--- src/hw/erd_pkg.sv ---
/*
  constants for the external rampdown sequencer.
  assumes a 200 MHz system clock and fixed-point settings supplied by a host.
*/
package erd_pkg;
  localparam int CLK_MHZ = 200;
  localparam int TRIG_MIN_MS = 10;
  // sample interval kept well under the least closure time
  localparam int SAMPLE_US = 1000;
  localparam int SAMPLE_CYC = SAMPLE_US * CLK_MHZ;
  // a closure must be seen on this many consecutive samples
  localparam int TRIG_SAMPLES = (TRIG_MIN_MS * 1000) / SAMPLE_US;
  localparam int HOLD_US = 100000;
  localparam int HOLD_CYC = HOLD_US * CLK_MHZ;
  localparam int CYC_PER_SEC = 1000000 * CLK_MHZ;
  // settings: seconds, millivolts, tenths of henry
  localparam logic [11:0] SW_TIME_MIN = 12'h005;
  localparam logic [11:0] SW_TIME_MAX = 12'hE10;
  localparam logic [11:0] SW_TIME_RST = 12'h014;
  localparam logic signed [15:0] VMIN_LO = -16'sd20000;
  localparam logic signed [15:0] VMIN_HI = 16'sd0;
  localparam logic signed [15:0] VMIN_RST = -16'sd6000;
  localparam logic signed [15:0] VMAX_LO = 16'sd1;
  localparam logic signed [15:0] VMAX_HI = 16'sd20000;
  localparam logic signed [15:0] VMAX_RST = 16'sd6000;
  localparam logic [13:0] IND_MAX = 14'h2710;
  localparam logic [13:0] IND_RST = 14'h0000;
  // which setting a write targets
  localparam logic [2:0] SEL_HEAT = 3'h0;
  localparam logic [2:0] SEL_COOL = 3'h1;
  localparam logic [2:0] SEL_VMIN = 3'h2;
  localparam logic [2:0] SEL_VMAX = 3'h3;
  localparam logic [2:0] SEL_IND = 3'h4;
  typedef enum logic [2:0] {
    ST_IDLE, ST_MATCH, ST_HOLD, ST_HEAT, ST_RAMPDN, ST_DONE, ST_QUENCH
  } erd_state_type;
endpackage

--- src/hw/erd_sequencer.sv ---
/*
  external rampdown sequencer: contact trigger, persistent-mode handover,
  rampdown to zero, operator lockout and setting limit checks.
  assumes the supply loop reports matched and zero current as same-clock levels.
*/
`timescale 1ns/10ps
module erd_sequencer #(
  parameter int SAMPLE_CYC = erd_pkg::SAMPLE_CYC,
  parameter int HOLD_CYC = erd_pkg::HOLD_CYC,
  parameter int CYC_PER_SEC = erd_pkg::CYC_PER_SEC
) (
  // clock and reset
  input wire logic i_clk,
  input wire logic i_sys_rst,
  // contact and enable
  input wire logic i_ext_contact,
  input wire logic i_ext_enable,
  // supply and magnet status
  input wire logic i_persistent,
  input wire logic i_current_matched,
  input wire logic i_current_zero,
  input wire logic i_quench,
  input wire logic i_quench_clear,
  // operator keys
  input wire logic i_key_enter,
  input wire logic i_key_other,
  // setting entry
  input wire logic i_set_wr,
  input wire logic [2:0] i_set_sel,
  input wire logic signed [15:0] i_set_val,
  // supply control
  output logic o_ramp_to_magnet,
  output logic o_ramp_down,
  output logic o_force_zero_volts,
  output logic o_superconducting_switch_heater,
  output logic o_at_target_indicator,
  output logic o_persistent_indicator,
  output logic o_ext_busy,
  output logic o_zero_current_mode,
  output logic o_key_pass,
  // settings and errors
  output logic o_beep,
  output logic o_set_error,
  output logic [11:0] o_heat_time,
  output logic [11:0] o_cool_time,
  output logic signed [15:0] o_vmin,
  output logic signed [15:0] o_vmax,
  output logic [13:0] o_inductance,
  output logic o_ind_unknown
);
  initial begin
    if (SAMPLE_CYC < 2 || HOLD_CYC < 1 || CYC_PER_SEC < 1) begin
      $error("erd_sequencer: bad timing parameters");
    end
  end

  typedef struct packed {
    logic sync1;
    logic sync2;
    logic [31:0] samp_cnt;
    logic [7:0] closed_cnt;
    logic trig;
    erd_pkg::erd_state_type st;
    logic [31:0] tmr;
    logic [11:0] secs;
    logic heater;
    logic at_tgt;
    logic pers_led;
    logic zero_mode;
    logic key_pass;
    logic beep;
    logic err;
    logic [11:0] heat_t;
    logic [11:0] cool_t;
    logic signed [15:0] vmin;
    logic signed [15:0] vmax;
    logic [13:0] ind;
    logic ramp_mag;
    logic ramp_dn;
    logic fzero;
    logic busy;
    logic ind_unk;
  } erd_regs_type;

  erd_regs_type s_r;
  erd_regs_type s_nxt;
  logic closed;
  logic ok;

  function automatic logic range_ok(input logic [2:0] sel, input logic signed [15:0] v);
    unique case (sel)
      erd_pkg::SEL_HEAT, erd_pkg::SEL_COOL: range_ok = v >= $signed({4'h0, erd_pkg::SW_TIME_MIN})
        && v <= $signed({4'h0, erd_pkg::SW_TIME_MAX});
      erd_pkg::SEL_VMIN: range_ok = v >= erd_pkg::VMIN_LO && v <= erd_pkg::VMIN_HI;
      erd_pkg::SEL_VMAX: range_ok = v >= erd_pkg::VMAX_LO && v <= erd_pkg::VMAX_HI;
      erd_pkg::SEL_IND: range_ok = v >= 16'sd0 && v <= $signed({2'h0, erd_pkg::IND_MAX});
      default: range_ok = 1'b0;
    endcase
  endfunction

  always_comb begin
    s_nxt = s_r;
    s_nxt.beep = 1'b0;
    s_nxt.err = 1'b0;
    s_nxt.trig = 1'b0;
    s_nxt.sync1 = i_ext_contact;
    s_nxt.sync2 = s_r.sync1;
    closed = s_r.sync2;
    ok = range_ok(i_set_sel, i_set_val);
    if (s_r.samp_cnt == 32'(SAMPLE_CYC - 1)) begin
      s_nxt.samp_cnt = 32'h0;
      if (closed && i_ext_enable) begin
        if (s_r.closed_cnt == 8'(erd_pkg::TRIG_SAMPLES - 1)) begin
          s_nxt.trig = 1'b1;
        end else begin
          s_nxt.closed_cnt = s_r.closed_cnt + 8'h1;
        end
      end else begin
        s_nxt.closed_cnt = 8'h0;
      end
    end else begin
      s_nxt.samp_cnt = s_r.samp_cnt + 32'h1;
    end
    s_nxt.pers_led = i_persistent;
    s_nxt.tmr = s_r.tmr + 32'h1;
    s_nxt.key_pass = (s_r.st == erd_pkg::ST_IDLE) && i_key_other;
    if (i_quench) begin
      s_nxt.st = erd_pkg::ST_QUENCH;
    end else begin
      unique case (s_r.st)
        erd_pkg::ST_IDLE: begin
          if (s_r.trig) begin
            s_nxt.zero_mode = 1'b0;
            s_nxt.tmr = 32'h0;
            if (i_persistent) s_nxt.heater = 1'b0;
            s_nxt.st = i_persistent ? erd_pkg::ST_MATCH : erd_pkg::ST_RAMPDN;
          end else if (i_set_wr) begin
            if (!ok) begin
              s_nxt.beep = 1'b1;
              s_nxt.err = 1'b1;
            end else begin
              if (i_set_sel == erd_pkg::SEL_HEAT) s_nxt.heat_t = i_set_val[11:0];
              if (i_set_sel == erd_pkg::SEL_COOL) s_nxt.cool_t = i_set_val[11:0];
              if (i_set_sel == erd_pkg::SEL_VMIN) s_nxt.vmin = i_set_val;
              if (i_set_sel == erd_pkg::SEL_VMAX) s_nxt.vmax = i_set_val;
              if (i_set_sel == erd_pkg::SEL_IND) s_nxt.ind = i_set_val[13:0];
            end
          end
        end
        erd_pkg::ST_MATCH: begin
          if (i_current_matched) begin
            s_nxt.at_tgt = 1'b1;
            s_nxt.tmr = 32'h0;
            s_nxt.st = erd_pkg::ST_HOLD;
          end
        end
        erd_pkg::ST_HOLD: begin
          if (s_r.tmr >= 32'(HOLD_CYC - 1)) begin
            s_nxt.heater = 1'b1;
            s_nxt.tmr = 32'h0;
            s_nxt.secs = 12'h0;
            s_nxt.st = erd_pkg::ST_HEAT;
          end
        end
        erd_pkg::ST_HEAT: begin
          if (s_r.tmr >= 32'(CYC_PER_SEC - 1)) begin
            s_nxt.tmr = 32'h0;
            s_nxt.secs = s_r.secs + 12'h1;
          end
          if (s_r.secs >= s_r.heat_t) begin
            s_nxt.at_tgt = 1'b0;
            s_nxt.st = erd_pkg::ST_RAMPDN;
          end
        end
        erd_pkg::ST_RAMPDN: begin
          s_nxt.at_tgt = 1'b0;
          if (i_current_zero) s_nxt.st = erd_pkg::ST_DONE;
        end
        erd_pkg::ST_DONE: begin
          if (i_key_enter && !closed) begin
            s_nxt.zero_mode = 1'b1;
            s_nxt.closed_cnt = 8'h0;
            s_nxt.st = erd_pkg::ST_IDLE;
          end
        end
        erd_pkg::ST_QUENCH: begin
          if (i_quench_clear) s_nxt.st = erd_pkg::ST_IDLE;
        end
        default: s_nxt.st = erd_pkg::ST_IDLE;
      endcase
    end
    if (s_nxt.pers_led && s_nxt.st == erd_pkg::ST_RAMPDN) s_nxt.pers_led = 1'b0;
    s_nxt.ramp_mag = (s_nxt.st == erd_pkg::ST_MATCH);
    s_nxt.ramp_dn = (s_nxt.st == erd_pkg::ST_RAMPDN);
    s_nxt.fzero = (s_nxt.st == erd_pkg::ST_QUENCH);
    s_nxt.busy = (s_nxt.st != erd_pkg::ST_IDLE) && (s_nxt.st != erd_pkg::ST_QUENCH);
    s_nxt.ind_unk = (s_nxt.ind == 14'h0);
  end

  always_ff @(posedge i_clk) begin
    if (i_sys_rst) begin
      s_r <= '0;
      s_r.st <= erd_pkg::ST_IDLE;
      s_r.heat_t <= erd_pkg::SW_TIME_RST;
      s_r.cool_t <= erd_pkg::SW_TIME_RST;
      s_r.vmin <= erd_pkg::VMIN_RST;
      s_r.vmax <= erd_pkg::VMAX_RST;
      s_r.ind <= erd_pkg::IND_RST;
      s_r.ind_unk <= 1'b1;
    end else begin
      s_r <= s_nxt;
    end
  end

  assign o_ramp_to_magnet = s_r.ramp_mag;
  assign o_ramp_down = s_r.ramp_dn;
  assign o_force_zero_volts = s_r.fzero;
  assign o_ext_busy = s_r.busy;
  assign o_superconducting_switch_heater = s_r.heater;
  assign o_at_target_indicator = s_r.at_tgt;
  assign o_persistent_indicator = s_r.pers_led;
  assign o_zero_current_mode = s_r.zero_mode;
  assign o_key_pass = s_r.key_pass;
  assign o_beep = s_r.beep;
  assign o_set_error = s_r.err;
  assign o_heat_time = s_r.heat_t;
  assign o_cool_time = s_r.cool_t;
  assign o_vmin = s_r.vmin;
  assign o_vmax = s_r.vmax;
  assign o_inductance = s_r.ind;
  assign o_ind_unknown = s_r.ind_unk;

  property p_lockout;
    @(posedge i_clk) disable iff (i_sys_rst)
      o_ext_busy |=> !o_key_pass;
  endproperty
  a_lockout: assert property (p_lockout) else $error("key passed while busy");

  property p_match_off;
    @(posedge i_clk) disable iff (i_sys_rst)
      o_ramp_to_magnet |-> !o_superconducting_switch_heater;
  endproperty
  a_match_off: assert property (p_match_off) else $error("heater on in match");

  property p_hold;
    @(posedge i_clk) disable iff (i_sys_rst)
      o_ramp_to_magnet && i_current_matched && !i_quench |=> o_at_target_indicator;
  endproperty
  a_hold: assert property (p_hold) else $error("at-target not lit");

  property p_rdn;
    @(posedge i_clk) disable iff (i_sys_rst)
      o_ramp_down ##1 o_ramp_down |-> !o_at_target_indicator && !o_persistent_indicator;
  endproperty
  a_rdn: assert property (p_rdn) else $error("indicator lit in rampdown");

  property p_done;
    @(posedge i_clk) disable iff (i_sys_rst)
      (s_r.st == erd_pkg::ST_DONE) && closed && !i_quench |=> s_r.st == erd_pkg::ST_DONE;
  endproperty
  a_done: assert property (p_done) else $error("left done while closed");

  property p_bad;
    @(posedge i_clk) disable iff (i_sys_rst)
      i_set_wr && !ok && s_r.st == erd_pkg::ST_IDLE && !s_r.trig && !i_quench
        |=> o_beep && o_set_error && $stable(o_heat_time) && $stable(o_vmax);
  endproperty
  a_bad: assert property (p_bad) else $error("bad entry not refused");

  property p_quench;
    @(posedge i_clk) disable iff (i_sys_rst)
      i_quench |=> o_force_zero_volts;
  endproperty
  a_quench: assert property (p_quench) else $error("quench not zeroed");

  property p_enable;
    @(posedge i_clk) disable iff (i_sys_rst)
      s_r.trig |-> $past(i_ext_enable);
  endproperty
  a_enable: assert property (p_enable) else $error("trigger while disabled");
endmodule

--- config.mk ---
export PLATFORM = sky130hd
export DESIGN_NAME = erd_sequencer
export DESIGN_NICKNAME = d
export VERILOG_FILES = /design/src/hw/erd_pkg.sv /design/src/hw/erd_sequencer.sv
export SDC_FILE = /design/constraint.sdc
export NUM_CORES = 1
export LEC_CHECK = 0
export BUFFER_PORTS_ARGS = -buffer_cell sky130_fd_sc_hd__buf_2
export CAP_MARGIN = 20
export CORE_ASPECT_RATIO = 1.4
export CORE_MARGIN = 3
export CORE_UTILIZATION = 60
export CTS_BUF_LIST = sky130_fd_sc_hd__clkbuf_8
export CTS_CLUSTER_DIAMETER = 120
export DETAILED_ROUTE_END_ITERATION = 12
export GPL_TIMING_DRIVEN = 0
export PLACE_DENSITY_LB_ADDON = 0.3
export SETUP_SLACK_MARGIN = 0.2
export SLEW_MARGIN = 40
export SYNTH_ARGS = -nofsm -noshare
export SYNTH_HDL_FRONTEND = slang
export SYNTH_SLANG_ARGS = --single-unit
--- constraint.sdc ---
create_clock -name i_clk -period 2.72 [get_ports i_clk]
set_input_delay 0 -clock i_clk [delete_from_list [all_inputs] [get_ports i_clk]]
set_output_delay 0 -clock i_clk [all_outputs]
set_load 0.01 [all_outputs]
== Word level (Yosys, flattened, before mapping) ==
Cells that the tools add are included.

* Bitwise logic cells: 6
* Muxes and demuxes: 39
* Reduce and logical (&&, ||, !) cells: 31
* $lt $le $gt $ge: 11
* Eq/ne operators: 23
* $add $sub $neg: 4

{| class="wikitable"
|+ Operator list
! cell !! count
|-
| 32-bit case mux with 4 select lines || 1
|-
| 14-bit two-way mux || 6
|-
| 35-bit two-way mux || 2
|-
| 32-bit by 1-bit adder with 32-bit output, second input constant || 2
|-
| 48-bit two-way mux || 1
|-
| 46-bit two-way mux || 1
|-
| 44-bit two-way mux || 1
|-
| 8-bit two-way mux || 5
|-
| 32-bit by 18-bit equality test with 1-bit output, second input constant || 1
|-
| 32-bit by 25-bit greater-or-equal comparator with 1-bit output, second input constant || 1
|-
| 32-bit by 28-bit greater-or-equal comparator with 1-bit output, second input constant || 1
|-
| 12-bit case mux with 2 select lines || 1
|-
| 6-bit AND reduction || 4
|-
| 3-bit case mux with 7 select lines || 1
|-
| 3-bit equality test, second input constant || 6
|-
| 3-bit two-way mux || 6
|-
| 16-bit by 1-bit greater-or-equal comparator with 1-bit output, second input constant || 1
|-
| 16-bit greater-or-equal comparator, second input constant || 1
|-
| 16-bit by 2-bit greater-or-equal comparator with 1-bit output, second input constant || 1
|-
| 16-bit by 4-bit greater-or-equal comparator with 1-bit output, second input constant || 1
|-
| 16-bit by 1-bit less-or-equal comparator with 1-bit output, second input constant || 1
|-
| 16-bit by 13-bit less-or-equal comparator with 1-bit output, second input constant || 1
|-
| 16-bit by 15-bit less-or-equal comparator with 1-bit output, second input constant || 1
|-
| 16-bit less-or-equal comparator, second input constant || 1
|-
| other kinds (26) || 66
|}

* Bits in registers: 172
* Word-level logic and storage cells: 139

== Depth between registers and ports, before layout ==
* Word-level depth: 9
* Depth in mapped cells: 9
* Depth with buffers taken out: 9

== Worst setup path before layout ==
No wires, ideal clock.

* Kind: reg-to-reg
* Start: register s_r[82] in the netlist's numbering
* End: register s_r (netlist bit o_persistent_indicator)
* Slack: 424 ps
* Arrival time: 2205 ps
* Buffers on the path: 0
* Library setup time: 91 ps
* Cell stages (with the launch flop): 10
* Path through: dfxtp_1 inv_1 ha_1 nand2b_1 a2111oi_0 o211ai_1 a21oi_1 a31oi_1 and2_1 a311oi_1

* Longest elaborated chain between the ends: 7

{| class="wikitable"
|+ RTL lines
! what !! RTL line !! RTL
|-
| start: declaration || erd_sequencer.sv:85 || <nowiki>erd_regs_type s_r;</nowiki>
|-
| start signal: assignment || erd_sequencer.sv:211 || <nowiki>s_r <= s_nxt;</nowiki>
|-
| 12-bit greater-or-equal comparator || erd_sequencer.sv:170 || <nowiki>if (s_r.secs >= s_r.heat_t) begin</nowiki>
|-
| 3-bit two-way mux || erd_sequencer.sv:170 ||
|-
| 3-bit case mux with 7 select lines || erd_sequencer.sv:130 || <nowiki>unique case (s_r.st)</nowiki>
|-
| 3-bit two-way mux || erd_sequencer.sv:127 || <nowiki>if (i_quench) begin</nowiki>
|-
| 3-bit equality test || erd_sequencer.sv:192 || <nowiki>if (s_nxt.pers_led && s_nxt.st == erd_pkg::ST_RAMPDN) s_nxt.pers_led = 1'b0;</nowiki>
|-
| 1-bit logical AND || erd_sequencer.sv:192 ||
|-
| 2-bit OR reduction (no line) || n/a ||
|}

No other way between the ends.
A chain may end at the register's enable or synchronous reset.

== Worst setup path after layout ==
* Start: input i_set_val[2]
* End: register s_r (netlist bit o_vmin[12])

* Longest elaborated chain between the ends: 4

{| class="wikitable"
|+ RTL lines
! what !! RTL line !! RTL
|-
| start: declaration || erd_sequencer.sv:30 || <nowiki>input wire logic signed [15:0] i_set_val,</nowiki>
|-
| 16-bit by 1-bit greater-or-equal comparator with 1-bit output, or another cell as far along || erd_sequencer.sv:96 || <nowiki>erd_pkg::SEL_IND: range_ok = v >= 16'sd0 && v <= $signed({2'h0, erd_pkg::IND_MAX});</nowiki>
|-
| 1-bit logical AND (on tied branches) || n/a ||
|-
| 1-bit case mux with 4 select lines * || erd_sequencer.sv:91 || <nowiki>unique case (sel)</nowiki>
|-
| 6-bit AND reduction (no line) * || n/a ||
|}

Every way passes the cells marked *; elsewhere a longest branch is shown, timed or not.

==> impl_metrics.env <==
export IMPL_vdd_ir_drop_max_mv=0.232
export IMPL_root_buffer="clkbuf_8"
export IMPL_crit_path_end_kind="flop"
export IMPL_synth_top_family_by_area="simple AND/OR/NAND/NOR gates"
export IMPL_slew_headroom_pct=54.5
export IMPL_clk_pin_slew_worst_paths_ns=0.09
export IMPL_syn_area_mm2=0.00842
export IMPL_gp_congestion=0.891
export IMPL_outcome="completed"
export IMPL_dp_slack_ns=0.0153
export IMPL_reg2reg_slack_ns=0.28
export IMPL_reg2reg_to="s_r[115]"
export IMPL_ys_ff_latch=171
export IMPL_synth_ff_type="dfxtp_1"
export IMPL_layout_commonest_cell="nor2_1"
export IMPL_drtPass1Iterations=5
export IMPL_synth_compound_gate_area_share_pct=9.36
export IMPL_design_area_mm2=0.0100
export IMPL_critPathArrivalTime_ns=2.79
export IMPL_synth_distinct_cells=69
export IMPL_nNetsFinal=1187
export IMPL_clk_latency_ns=0.46
export IMPL_dieArea_mm2=0.0155
export IMPL_yosys_mux_area_fraction_pct=7.16
export IMPL_worstSetupPathType="primary input to flop"
export IMPL_min_to="o_inductance[1]"
export IMPL_drcViolationCount=0
export IMPL_dr_total_vias=7629
export IMPL_r2r_cells=7
export IMPL_reg2reg_from="s_r[122]"
export IMPL_tightestPinTransition_ns=0.682
export IMPL_cts_htree_levels=4
export IMPL_fin_crit_sh_pct=90.4
export IMPL_synth_fp_nets=1028
export IMPL_seqCellArea_mm2=0.00343
export IMPL_synth_xor_area_share_pct=6.34
export IMPL_multi_input_area_mm2=0.00429
export IMPL_min_period_ns=2.46
export IMPL_place_inst=1264
export IMPL_die_w_um=106
export IMPL_power_leakage_uw=0.00435
export IMPL_syn_area_per_cell_um2=8.59
export IMPL_final_layout_size_suffix_gt1_share_pct=24.1
export IMPL_grt_usage_pct=26.5
export IMPL_placed_cell_area_mm2=0.00917
export IMPL_startpoint_type="primary input"
export IMPL_tritoncts="done"
export IMPL_area_growth_pct=19.1
export IMPL_rsz0062_at_grt="false"
export IMPL_grt_max_degree=17
export IMPL_clk_path_buf_depth=2
export IMPL_fin_skew_ns=0.0150
export IMPL_final_hold_viol_count=0
export IMPL_ios=113
export IMPL_cts_buffers=17
export IMPL_fin_tns_setup_ns=0
export IMPL_mostFrequentLayoutCells="nor2_1 (179), dfxtp_1 (167), buf_2 (112)"
export IMPL_worstHoldStart="i_set_sel[2]"
export IMPL_yosys_warnings=0
export IMPL_port_buffers=102
export IMPL_hpwl_um=14700
export IMPL_core_mm2=0.0136
export IMPL_die_h_um=146
export IMPL_synth_seq_area_share_pct=40.7
export IMPL_setup_ws_ns=0.262
export IMPL_synthAdderAreaFrac_pct=2.53
export IMPL_antenna_left=0
export IMPL_whs_path_depth=4
export IMPL_p_per_area_mw_per_mm2=441
export IMPL_final_cells=1335
export IMPL_first_global_vias=7043
export IMPL_maxSlewViolCount=0
export IMPL_clkSinkCount=171
export IMPL_synthSimpleGateAreaFrac_pct=23.8
export IMPL_clock_fmax_mhz=407
export IMPL_fillers=1016
export IMPL_gr_total_overflow=0
export IMPL_cp_max_fo=7
export IMPL_grt_pass1_wl_um=33900
export IMPL_drtIter0Drc=346
export IMPL_cp_data_required_time_ns=3.06
export IMPL_synth_cells=980
export IMPL_wl_per_cell_um=16.0
export IMPL_max_cap_viol_count=0
export IMPL_routed_via_density=5.71
export IMPL_antenna_found_initial=1
export IMPL_fin_util_pct=73.9
export IMPL_hp_class="primary input to flop"
export IMPL_synth_async_sr_flop_share_pct=0
export IMPL_row_count=50
export IMPL_setup_viol_count_final=0
export IMPL_initial_core_util_pct=62.0
export IMPL_drt_wl_total_um=21300
export IMPL_synth_edff_count=0
[worst max-delay path, stage by stage]
cell and delay (ns):
dlygate4sd3_1 0.54, buf_2 0.20, or4_4 0.57, a211o_1 0.31
a31oi_2 0.22, nor3_2 0.11, a211oi_4 0.37, buf_4 0.22
mux2i_1 0.19, nor2_1 0.06
[cell type report]
type	count	area share [%]
Inverter	24	0.898
Multi-Input combinational cell	667	42.8
Buffer	118	7.80
Clock inverter	14	1.01
Timing Repair Buffer	140	8.51
Tap cell	182	2.27
Sequential cell	171	34.2
Clock buffer	18	2.47
Antenna cell	1	0.0250
[timing repair]
action | 4_1_cts | 5_1_grt
setup buffers | 3 | 11
cloned | 0 | 1
setup endpoints to repair | 16 | 121
hold buffers | 23 | 0
pin swaps | 4 | 10
endpoints found under the hold margin | 67 | 0
gates resized for setup | 2 | 46
[worst max-delay path by stage]
stage / to / startpoint / depth (start not counted) / slack [ns]
floorplan: o_persistent_indicator / s_r[82] / 9 / 0.42
global route: s_r[95] / s_r[122] / 7 / 0.19
CTS: o_persistent_indicator / s_r[82] / 9 / 0.19
finish: o_vmin[12] / i_set_val[2] / 10 / 0.26
detailed placement: o_persistent_indicator / s_r[82] / 9 / 0.02
global placement: o_persistent_indicator / s_r[82] / 9 / 0.0008
[routing by layer]
metal,GRT usage [%],vias up,wire length [um]
li1,-,3656,-
met2,46.7,282,10800
met4,12.2,0,756
met5,0,-,0
met3,4.78,73,1010
met1,31.1,3618,8700
[synth_stat cells (16+ instances only)]
cell type,instances,area [um^2]
nand4_1,16,100
and3_1,22,138
nor4_1,21,131
ha_1,17,213
xnor2_1,31,272
clkbuf_1,27,101
nor3_1,27,135
nand3_1,39,195
inv_1,24,90.1
mux2i_1,58,581
nor2_1,180,676
o21ai_0,20,100
nand2_1,52,195
buf_4,75,563
a21oi_1,42,210
xor2_1,30,263
dfxtp_1,171,3420
[sequential cells by signal, summed over array words and instances, names as in the netlist, 12 cells and up]
signal,count
o_cool_time,12
o_heat_time,12
o_inductance,14
o_vmax,16
o_vmin,16
s_r,88
[power by group]
part	internal (uW)	leakage, uW	switching [uW]
sequential	2520	0.00138	14.2
combinational	103	0.00279	188
clock	659	0.000177	941
[kinds of logic after synthesis]
kind of cell               Yosys count
AOI/OAI and AO/OA                  116
xor gates and xnor gates            61
adders and majority gates           17
buffers and inverters              142
DFF                                171
muxes                               60
and+or+nand+nor                    413
[stage by stage]
stage,power [uW],hold slack (ns)
after floorplan,2730,0.128
after global placement,2820,0.244
after detailed placement,2830,0.239
after CTS,4420,0.00854
after global routing,4570,0.0258
final,4420,0.0270
Note: power is estimated with default switching activity, not from simulation.
